===== config.mk =====
export PLATFORM = sky130hd
export DESIGN_NAME = spg_top
export DESIGN_NICKNAME = d
export VERILOG_FILES = /design/src/hw/spg_pkg.sv /design/src/hw/spg_top.sv
export VERILOG_INCLUDE_DIRS = /design/src /design/src/hw
export SDC_FILE = /design/constraint.sdc
export NUM_CORES = 1
export LEC_CHECK = 0
export ABC_AREA = 1
export BUFFER_PORTS_ARGS = -buffer_cell sky130_fd_sc_hd__buf_2
export CAP_MARGIN = 40
export CORE_ASPECT_RATIO = 0.5
export CORE_MARGIN = 2
export CORE_UTILIZATION = 63
export CTS_CLUSTER_SIZE = 14
export DETAILED_ROUTE_END_ITERATION = 16
export PLACE_DENSITY = 0.94
export SLEW_MARGIN = 20
export SYNTH_ARGS = -nofsm -noshare
export SYNTH_HDL_FRONTEND = slang
export SYNTH_SLANG_ARGS = --single-unit

===== constraint.sdc =====
create_clock -name ref_clk_i -period 4.8 [get_ports ref_clk_i]
set_clock_uncertainty 0.1 [all_clocks]
set_input_delay 0.24 -clock ref_clk_i [delete_from_list [all_inputs] [get_ports ref_clk_i]]
set_output_delay 0.24 -clock ref_clk_i [all_outputs]
set_load 0.02 [all_outputs]

===== src/hw/spg_regs.svh =====
// register offsets, field positions, reset values and timing counts
`ifndef SPG_REGS_SVH
`define SPG_REGS_SVH
`define SPG_OFS_CTRL    4'h0
`define SPG_OFS_CMD     4'h4
`define SPG_OFS_STATUS  4'h8
`define SPG_OFS_ERRCNT  4'hc
`define SPG_CTRL_MODE_LO 0
`define SPG_CTRL_EN      2
`define SPG_CTRL_PCS_REL 3
`define SPG_CTRL_PMA_REL 4
`define SPG_CTRL_RST     5'h00
`define SPG_CMD_INJ      0
`define SPG_CMD_CLR      1
`define SPG_INJ_WORD     32'hffffffef
`define SPG_K285         8'hbc
`define SPG_K285_10B     10'h0fa
`define SPG_PKT_LEN      5'h10
`define SPG_PRBS_SEED    7'h7f
`define SPG_CLK_NS       4
`define SPG_SLIP_GAP_NS  128
`define SPG_SLIP_GAP_CYC (`SPG_SLIP_GAP_NS / `SPG_CLK_NS)
`endif


===== src/hw/spg_pkg.sv =====
// types shared by the lane pattern generator and checker
package spg_pkg;
  typedef enum logic [1:0] {
    SPG_MODE_8B10B,
    SPG_MODE_PRBS,
    SPG_MODE_SLIP,
    SPG_MODE_NONE
  } spg_mode_t;
  typedef enum logic [1:0] {
    SPG_AL_SEEK,
    SPG_AL_SLIP,
    SPG_AL_GAP,
    SPG_AL_DONE
  } spg_align_t;
endpackage


===== src/hw/spg_top.sv =====
// lane pattern generator, checker and bit-slip aligner with avalon-mm registers
`include "spg_regs.svh"
module spg_top
  import spg_pkg::*;
(
  input  wire logic        ref_clk_i,
  input  wire logic        rst_i,
  input  wire logic [3:0]  avs_address_i,
  input  wire logic        avs_read_i,
  input  wire logic        avs_write_i,
  input  wire logic [3:0]  avs_byteenable_i,
  input  wire logic [31:0] avs_writedata_i,
  output logic      [31:0] avs_readdata_o,
  output logic             avs_waitrequest_o,
  input  wire logic [39:0] lane_rx_data_i,
  input  wire logic [3:0]  lane_rx_k_i,
  input  wire logic        lane_rx_valid_i,
  input  wire logic        lane_rx_up_i,
  input  wire logic        lane_tx_up_i,
  input  wire logic        lane_elec_idle_i,
  output logic      [39:0] lane_tx_data_o,
  output logic      [3:0]  lane_tx_k_o,
  output logic             lane_rx_slip_o,
  output logic             lane_coding_reset_n_o,
  output logic             lane_analog_reset_n_o,
  output logic             error_o,
  output logic             lock_o,
  output logic             aligned_o
);
  localparam logic [39:0] COMMA40 = {4{`SPG_K285_10B}};
  localparam logic [5:0]  GAP_CYC = 6'(`SPG_SLIP_GAP_CYC);

  function automatic logic [6:0] prbs_state(input logic [39:0] w);
    logic [6:0] s;
    s = '0;
    for (int k = 0; k < 7; k++) s[6-k] = w[33+k];
    return s;
  endfunction

  function automatic logic [39:0] prbs_word(input logic [6:0] st);
    logic [6:0]  s;
    logic [39:0] w;
    s = st;
    w = '0;
    for (int k = 0; k < 40; k++) begin
      w[k] = s[6] ^ s[5];
      s    = {s[5:0], w[k]};
    end
    return w;
  endfunction

  // bus and control registers
  logic [4:0]  ctrl_r, ctrl_nxt;
  logic        wait_r, wait_nxt;
  logic [31:0] rdata_r, rdata_nxt;
  logic        inj_cmd, clr_cmd, req;
  spg_mode_t   mode;
  logic        en;
  logic [31:0] errcnt_r, errcnt_nxt;
  logic        err_seen_r, err_seen_nxt;
  logic        lock_r, lock_nxt;
  logic        error_r, error_nxt;
  logic        aligned_r;
  logic [5:0]  sync1_r, sync2_r;
  logic [43:0] rxw1_r, rxw2_r;

  assign mode    = spg_mode_t'(ctrl_r[`SPG_CTRL_MODE_LO +: 2]);
  assign en      = ctrl_r[`SPG_CTRL_EN];
  assign req     = avs_read_i | avs_write_i;
  assign inj_cmd = avs_write_i & ~wait_r & (avs_address_i == `SPG_OFS_CMD)
                   & avs_byteenable_i[0] & avs_writedata_i[`SPG_CMD_INJ];
  assign clr_cmd = avs_write_i & ~wait_r & (avs_address_i == `SPG_OFS_CMD)
                   & avs_byteenable_i[0] & avs_writedata_i[`SPG_CMD_CLR];

  always_comb begin
    ctrl_nxt  = ctrl_r;
    rdata_nxt = rdata_r;
    wait_nxt  = ~(req & wait_r);
    if (avs_write_i && !wait_r && avs_address_i == `SPG_OFS_CTRL && avs_byteenable_i[0]) begin
      ctrl_nxt = avs_writedata_i[4:0];
    end
    if (avs_read_i && wait_r) begin
      unique case (avs_address_i)
        `SPG_OFS_CTRL:   rdata_nxt = {27'h0, ctrl_r};
        `SPG_OFS_STATUS: rdata_nxt = {26'h0, sync2_r[2:0], aligned_r, err_seen_r, lock_r};
        `SPG_OFS_ERRCNT: rdata_nxt = errcnt_r;
        default:         rdata_nxt = 32'h0;
      endcase
    end
  end

  always_ff @(posedge ref_clk_i) begin
    if (rst_i) begin
      ctrl_r  <= `SPG_CTRL_RST;
      wait_r  <= 1'b1;
      rdata_r <= 32'h0;
    end else begin
      ctrl_r  <= ctrl_nxt;
      wait_r  <= wait_nxt;
      rdata_r <= rdata_nxt;
    end
  end

  // lane inputs pass two flip-flops; data and valid travel together
  always_ff @(posedge ref_clk_i) begin
    if (rst_i) begin
      sync1_r <= 6'h0;
      sync2_r <= 6'h0;
      rxw1_r  <= 44'h0;
      rxw2_r  <= 44'h0;
    end else begin
      sync1_r <= {2'h0, lane_rx_valid_i, lane_elec_idle_i, lane_tx_up_i, lane_rx_up_i};
      sync2_r <= sync1_r;
      rxw1_r  <= {lane_rx_k_i, lane_rx_data_i};
      rxw2_r  <= rxw1_r;
    end
  end

  logic        rxv;
  logic [39:0] rxd;
  logic [3:0]  rxk;
  assign rxv = sync2_r[3];
  assign rxd = rxw2_r[39:0];
  assign rxk = rxw2_r[43:40];

  // bit-slip aligner
  spg_align_t al_r, al_nxt;
  logic [5:0] gap_r, gap_nxt;
  logic       slip_r, slip_nxt;
  logic       al_act;
  assign al_act = en && mode == SPG_MODE_SLIP;

  always_comb begin
    al_nxt  = al_r;
    gap_nxt = gap_r;
    if (!al_act) begin
      al_nxt = SPG_AL_SEEK;
    end else begin
      unique case (al_r)
        SPG_AL_SEEK: if (rxv) begin
          al_nxt = (rxd == COMMA40) ? SPG_AL_DONE : SPG_AL_SLIP;
        end
        SPG_AL_SLIP: begin
          al_nxt  = SPG_AL_GAP;
          gap_nxt = GAP_CYC;
        end
        SPG_AL_GAP: begin
          gap_nxt = gap_r - 6'h1;
          if (gap_r == 6'h1) al_nxt = SPG_AL_SEEK;
        end
        SPG_AL_DONE: al_nxt = SPG_AL_DONE;
      endcase
    end
    slip_nxt = (al_nxt == SPG_AL_SLIP);
  end

  always_ff @(posedge ref_clk_i) begin
    if (rst_i) begin
      al_r      <= SPG_AL_SEEK;
      gap_r     <= 6'h0;
      slip_r    <= 1'b0;
      aligned_r <= 1'b0;
    end else begin
      al_r      <= al_nxt;
      gap_r     <= gap_nxt;
      slip_r    <= slip_nxt;
      aligned_r <= (al_nxt == SPG_AL_DONE);
    end
  end

  // generator
  logic [39:0] tx_r, tx_nxt, cnt_r, cnt_nxt;
  logic [3:0]  txk_r, txk_nxt;
  logic [4:0]  pkt_r, pkt_nxt;
  logic [6:0]  lfsr_r, lfsr_nxt;
  logic        inj_r, inj_nxt, inj_use;
  logic [39:0] cword;

  always_comb begin
    tx_nxt   = 40'h0;
    txk_nxt  = 4'h0;
    cnt_nxt  = cnt_r;
    pkt_nxt  = pkt_r;
    lfsr_nxt = lfsr_r;
    inj_use  = 1'b0;
    cword    = inj_r ? {8'h0, `SPG_INJ_WORD} : cnt_r;
    if (!en) begin
      cnt_nxt  = 40'h0;
      pkt_nxt  = 5'h0;
      lfsr_nxt = `SPG_PRBS_SEED;
    end else begin
      unique case (mode)
        SPG_MODE_8B10B: begin
          if (pkt_r == 5'h0) begin
            tx_nxt  = {8'h0, {4{`SPG_K285}}};
            txk_nxt = 4'hf;
          end else begin
            tx_nxt  = {8'h0, cword[31:0]};
            inj_use = 1'b1;
            cnt_nxt = {8'h0, cnt_r[31:0] + 32'h1};
          end
          pkt_nxt = (pkt_r == `SPG_PKT_LEN) ? 5'h0 : pkt_r + 5'h1;
        end
        SPG_MODE_PRBS: begin
          tx_nxt   = prbs_word(lfsr_r);
          lfsr_nxt = prbs_state(tx_nxt);
        end
        SPG_MODE_SLIP: begin
          if (!aligned_r) begin
            tx_nxt = COMMA40;
          end else begin
            tx_nxt  = cword;
            inj_use = 1'b1;
            cnt_nxt = cnt_r + 40'h1;
          end
        end
        SPG_MODE_NONE: tx_nxt = 40'h0;
      endcase
    end
    inj_nxt = inj_cmd | (inj_r & ~inj_use);
  end

  always_ff @(posedge ref_clk_i) begin
    if (rst_i) begin
      tx_r   <= 40'h0;
      txk_r  <= 4'h0;
      cnt_r  <= 40'h0;
      pkt_r  <= 5'h0;
      lfsr_r <= `SPG_PRBS_SEED;
      inj_r  <= 1'b0;
    end else begin
      tx_r   <= tx_nxt;
      txk_r  <= txk_nxt;
      cnt_r  <= cnt_nxt;
      pkt_r  <= pkt_nxt;
      lfsr_r <= lfsr_nxt;
      inj_r  <= inj_nxt;
    end
  end

  // checker
  logic [39:0] exp_r, exp_nxt;
  logic        seed_r, seed_nxt;
  logic        chk_v, comma, mism;

  always_comb begin
    exp_nxt  = exp_r;
    seed_nxt = seed_r;
    lock_nxt = lock_r;
    mism     = 1'b0;
    comma    = (mode == SPG_MODE_8B10B) ? (rxk != 4'h0) : (rxd == COMMA40);
    chk_v    = en && rxv && mode != SPG_MODE_NONE && !(mode != SPG_MODE_PRBS && comma)
               && !(mode == SPG_MODE_SLIP && !aligned_r);
    if (!en) begin
      seed_nxt = 1'b0;
      lock_nxt = 1'b0;
    end else if (chk_v) begin
      if (!seed_r) begin
        seed_nxt = 1'b1;
        exp_nxt  = (mode == SPG_MODE_PRBS) ? prbs_word(prbs_state(rxd)) : rxd;
      end
      if (seed_r) begin
        mism     = (mode == SPG_MODE_8B10B) ? (rxd[31:0] != exp_r[31:0]) : (rxd != exp_r);
        lock_nxt = !mism;
      end
      if (mode == SPG_MODE_PRBS) begin
        exp_nxt = prbs_word(prbs_state(mism || !seed_r ? rxd : exp_r));
      end else if (mode == SPG_MODE_8B10B) begin
        exp_nxt = {8'h0, (seed_r ? exp_r[31:0] : rxd[31:0]) + 32'h1};
      end else begin
        exp_nxt = (seed_r ? exp_r : rxd) + 40'h1;
      end
    end
    error_nxt    = mism;
    err_seen_nxt = mism | (err_seen_r & ~clr_cmd);
    errcnt_nxt   = clr_cmd ? 32'h0 : errcnt_r;
    if (mism) errcnt_nxt = errcnt_nxt + 32'h1;
  end

  always_ff @(posedge ref_clk_i) begin
    if (rst_i) begin
      exp_r      <= 40'h0;
      seed_r     <= 1'b0;
      lock_r     <= 1'b0;
      error_r    <= 1'b0;
      err_seen_r <= 1'b0;
      errcnt_r   <= 32'h0;
    end else begin
      exp_r      <= exp_nxt;
      seed_r     <= seed_nxt;
      lock_r     <= lock_nxt;
      error_r    <= error_nxt;
      err_seen_r <= err_seen_nxt;
      errcnt_r   <= errcnt_nxt;
    end
  end

  assign avs_readdata_o        = rdata_r;
  assign avs_waitrequest_o     = wait_r;
  assign lane_tx_data_o        = tx_r;
  assign lane_tx_k_o           = txk_r;
  assign lane_rx_slip_o        = slip_r;
  assign lane_coding_reset_n_o = ctrl_r[`SPG_CTRL_PCS_REL];
  assign lane_analog_reset_n_o = ctrl_r[`SPG_CTRL_PMA_REL];
  assign error_o               = error_r;
  assign lock_o                = lock_r;
  assign aligned_o             = aligned_r;

  // checks
  property p_lane_rst;
    @(posedge ref_clk_i) disable iff (rst_i)
    $fell(rst_i) |-> !lane_coding_reset_n_o && !lane_analog_reset_n_o;
  endproperty
  a_lane_rst: assert property (p_lane_rst) else $error("lane not in reset");
  property p_idle;
    @(posedge ref_clk_i) disable iff (rst_i) (!rxv && !clr_cmd) |=> $stable(errcnt_r);
  endproperty
  a_idle: assert property (p_idle) else $error("count moved without valid");
  property p_inj;
    @(posedge ref_clk_i) disable iff (rst_i || !en || mode != SPG_MODE_8B10B)
    inj_cmd |-> ##[1:20] (lane_tx_data_o[31:0] == `SPG_INJ_WORD);
  endproperty
  a_inj: assert property (p_inj) else $error("injected word not sent");
  property p_comma;
    @(posedge ref_clk_i) disable iff (rst_i)
    (en && mode == SPG_MODE_8B10B && pkt_r == 5'h0) |=> lane_tx_k_o == 4'hf;
  endproperty
  a_comma: assert property (p_comma) else $error("comma missing");
  property p_prbs;
    @(posedge ref_clk_i) disable iff (rst_i)
    (en && mode == SPG_MODE_PRBS) [*2] |=>
      lane_tx_data_o == prbs_word(prbs_state($past(lane_tx_data_o)));
  endproperty
  a_prbs: assert property (p_prbs) else $error("prbs stream broken");
  property p_err;
    @(posedge ref_clk_i) disable iff (rst_i) mism |=> error_o && !lock_o;
  endproperty
  a_err: assert property (p_err) else $error("mismatch not flagged");
  property p_clr;
    @(posedge ref_clk_i) disable iff (rst_i) (clr_cmd && !mism) |=> errcnt_r == 32'h0;
  endproperty
  a_clr: assert property (p_clr) else $error("clear ignored");
  property p_slip;
    @(posedge ref_clk_i) disable iff (rst_i)
    (al_act && al_r == SPG_AL_SEEK && rxv && rxd != COMMA40) |=> lane_rx_slip_o ##1 !lane_rx_slip_o;
  endproperty
  a_slip: assert property (p_slip) else $error("slip pulse wrong");
  property p_cnt40;
    @(posedge ref_clk_i) disable iff (rst_i)
    (en && mode == SPG_MODE_SLIP && aligned_r && !inj_r) [*2] |=>
      lane_tx_data_o == $past(lane_tx_data_o) + 40'h1;
  endproperty
  a_cnt40: assert property (p_cnt40) else $error("40-bit counter skipped");
  c_lock: cover property (@(posedge ref_clk_i) disable iff (rst_i) $rose(lock_o));
  c_align: cover property (@(posedge ref_clk_i) disable iff (rst_i) $rose(aligned_o));
  c_err: cover property (@(posedge ref_clk_i) disable iff (rst_i) error_o);
endmodule // spg_top


==> out/qor.yml <==
final_layout:
  syn_to_final_growth_pct: 13.15
  final_cell_mix: "602 x nand2_1, 360 x inv_1, 313 x dfxtp_1, 281 x nor2_1, 192 x o21ai_0"
  final_nets: 2760
  mostFrequentLayoutCell: "nand2_1"
  drive_above_1_share: 0.1083
  fin_cells: 3012
  finalInstanceArea_um2: 18700
  n_antenna_cell: 0
global_routing:
  overflow: 0
  grt_max_degree: 78
  grt_usage: 0.3381
  grt_pass1_vias: 15789
  grt_pass1_wl_um: 75910
  antenna_found_initial: 0
hold_path:
  hold_path.class: "primary input to flip-flop"
  worstHoldPathCells: 6
  holdPathEnd: "avs_readdata_o[4]$_SDFFE_PP0P_"
  hold_start: "avs_address_i[3]"
clock_network:
  clockBufferDepth: 3
  cts_root_buf: "clkbuf_16"
  insertion_delay_ps: 570
  numCtsBuffers: 27
  clkSlewWorstSetupHoldPaths_ps: 70
  clkSinkCount: 314
  ctsResizeCount: 0
  cts_max_level: 1
  cts_tree: "done"
worst_setup_path:
  r2r-start: "seed_r$_SDFFE_PP0P_"
  path_cells: "buf_4, o21ai_2, nand2_1, nor2_2, nand3_1, nor2_2, nand2_1, nor2_2, nand3_1, nor2_2, nand4_1, nor4_2, inv_1, or2_0, nand3_1, a31oi_1"
  critPathMaxStageDelay_ps: 560
  crit_fanout: 47
  path_common_cell: "nor2_2"
  crit_type: "flip-flop to flip-flop"
  cp-end-kind: "flip-flop"
  arrival_ps: 4020
  cp_slowest_cell: "dfxtp_2"
  reg2regPathDepth: 16
  timing.rr.end: "exp_r[27]$_SDFFE_PP0P_"
  cp-start-kind: "flip-flop"
  cp.required_ps: 5130
  rrSetupSlack_ps: 1110
timing:
  relSlewSlack: 0.4583
  timing.hold.ws_ps: 89.81
  max_slew.worst_pin.slew_ps: 811.4
  hold_viol_final: 0
  period_needed_ps: 3692
  layout_worst_path_cycle_share: 0.7692
  finalSetupTns_ps: 0
  setup_viol: 0
  rsz0062_at_grt: "no"
  slew_viol_final: 0
  fmax_mhz: 270.8
synthesis:
  synth_flop_cell: "dfxtp_1"
  ys_seq_area_frac: 0.3804
  post_synth_num_cell_types: 59
  synth_fp_nets: 2608
  yosys_warnings: 0
  syn_area_per_cell_um2: 6.599
  synth_edf_count: 0
  synthCells: 2504
  synthArstFlopShare: 0
  syn-cell-area_um2: 16520
  ys_ff_latch: 314
routing:
  routed_wl_um: 47020
  vias: 17001
  drt-initial-drc-count: 1998
  firstDrtPassIters: 8
  viasPerCell: 5.644
  drc: 0
  wl_per_cell_um: 15.61
  postRouteAntennaNets: 0
outcome:
  status: "completed"
power_and_ir_drop:
  p_total_mw: 5.167
  leakagePower_nw: 7.806
  ir_worst_vdd_mv: 0.3013
  pwr_density_cell_nw_per_um2: 276.4
flow_run:
  maxCapViolations: 0
die:
  dieWidth_um: 233.0
  pin_count: 175
  initial_utilization: 0.6481
  rows: 41
  core_um2: 25500
  die_y_um: 118.5
  dieArea_um2: 27620
place:
  postPlaceCellArea_um2: 17370
  io_buffers: 144
  dp_hpwl_um: 32540
  place.gp.congestion: 0.9635
  placed_cells: 2915
## registers in the layout, indices dropped and copies added, names as in the netlist
register           count
avs_waitrequest_o      1
gap_r                  6
al_r                   2
sync1_r                4
lane_tx_data_o        40
aligned_o              1
rxw2_r                44
exp_r                 40
lane_tx_k_o            1
rxw1_r                44
error_o                1
lane_rx_slip_o         1
inj_r                  1
err_seen_r             1
sync2_r                4
lfsr_r                 7
ctrl_r                 5
errcnt_r              32
lock_o                 1
avs_readdata_o        32
pkt_r                  5
cnt_r                 40
seed_r                 1
## cell families after synthesis
group                      count (synthesis)  synth area share
and+or+nand+nor                         1164            0.3034
DFF                                      314            0.3804
xor gates and xnor gates                  74           0.04127
buffers and inverters                    473            0.1123
AOI/OAI and AO/OA                        467            0.1535
adders and majority gates                 12          0.009087
## worst max-delay path: cells and delay by family, from the launching register on
family          cells  cell delay [ps]
simple gates       12             2010
flops               1              560
buf+inv             2              500
compound gates      2              350
## per-stage QoR
step / util / setup slack, ps
6_report: 0.7333 / 1108
5_1_grt: 0.7333 / 785.6
4_1_cts: 0.7330 / 1231
3_5_place_dp: 0.6814 / 1254
3_3_place_gp: 0.6814 / 1324
2_1_floorplan: - / 2136
## repair_timing
action	in CTS	in global routing
endpoints found under the hold margin	54	0
hold buffers	55	0
setup buffers	0	0
## worst max path at each step
stage	start	end	slack [ps]
6_report	seed_r$_SDFFE_PP0P_	exp_r[27]$_SDFFE_PP0P_	1110
5_1_grt	pkt_r[0]$_SDFFE_PP0P_	cnt_r[37]$_SDFFE_PP0P_	790
4_1_cts	ctrl_r[1]$_SDFFE_PP0P_	cnt_r[37]$_SDFFE_PP0P_	1230
3_5_place_dp	ctrl_r[1]$_SDFFE_PP0P_	cnt_r[37]$_SDFFE_PP0P_	1250
3_3_place_gp	ctrl_r[1]$_SDFFE_PP0P_	cnt_r[37]$_SDFFE_PP0P_	1320
2_1_floorplan	pkt_r[0]$_SDFFE_PP0P_	cnt_r[37]$_SDFFE_PP0P_	2140
## cell type report
| class | instances | area, um2 |
|---|---|---|
| Timing Repair Buffer | 214 | 1386 |
| Fill cell | 1934 | 6799 |
| Inverter | 382 | 1434 |
| Tap cell | 344 | 430.4 |
| Sequential cell | 314 | 6287 |
| Clock buffer | 37 | 743.2 |
| Clock inverter | 4 | 23.77 |
| Multi-Input combinational cell | 1717 | 8392 |
## metal layers
| metal | global-route usage | vias up | routed length (um) |
|---|---|---|---|
| met5 | 0 | - | 0 |
| met4 | 0.1330 | 0 | 1865 |
| met3 | 0.07770 | 156 | 4747 |
| met2 | 0.5580 | 880 | 21270 |
| met1 | 0.4283 | 7709 | 19130 |
| li1 | - | 8256 | - |
## cell usage after synthesis, drive strengths merged (7+ instances only)
master / number / area (um2)
o211ai: 8 / 60.06
clkbuf: 68 / 255.2
a221oi: 8 / 70.07
o21ai: 209 / 1072
nand2: 625 / 2414
nor3: 58 / 305.3
nor2: 305 / 1234
a21oi: 186 / 934.7
a31oi: 28 / 175.2
ha: 12 / 150.1
clkinv: 7 / 26.28
nor4: 21 / 137.6
buf: 23 / 166.4
dfxtp: 314 / 6286
xor2: 51 / 480.5
xnor2: 23 / 201.4
nand4: 45 / 296.5
or2: 19 / 118.9
inv: 375 / 1408
nand3: 79 / 410.4
## power by group
part | switching (mW) | internal [mW] | total (mW)
clock network | 0.976 | 1.07 | 2.05
registers | 0.0310 | 2.66 | 2.69
logic | 0.278 | 0.152 | 0.430
total | 1.29 | 3.88 | 5.17
Note: power is estimated with default switching activity, not from simulation.
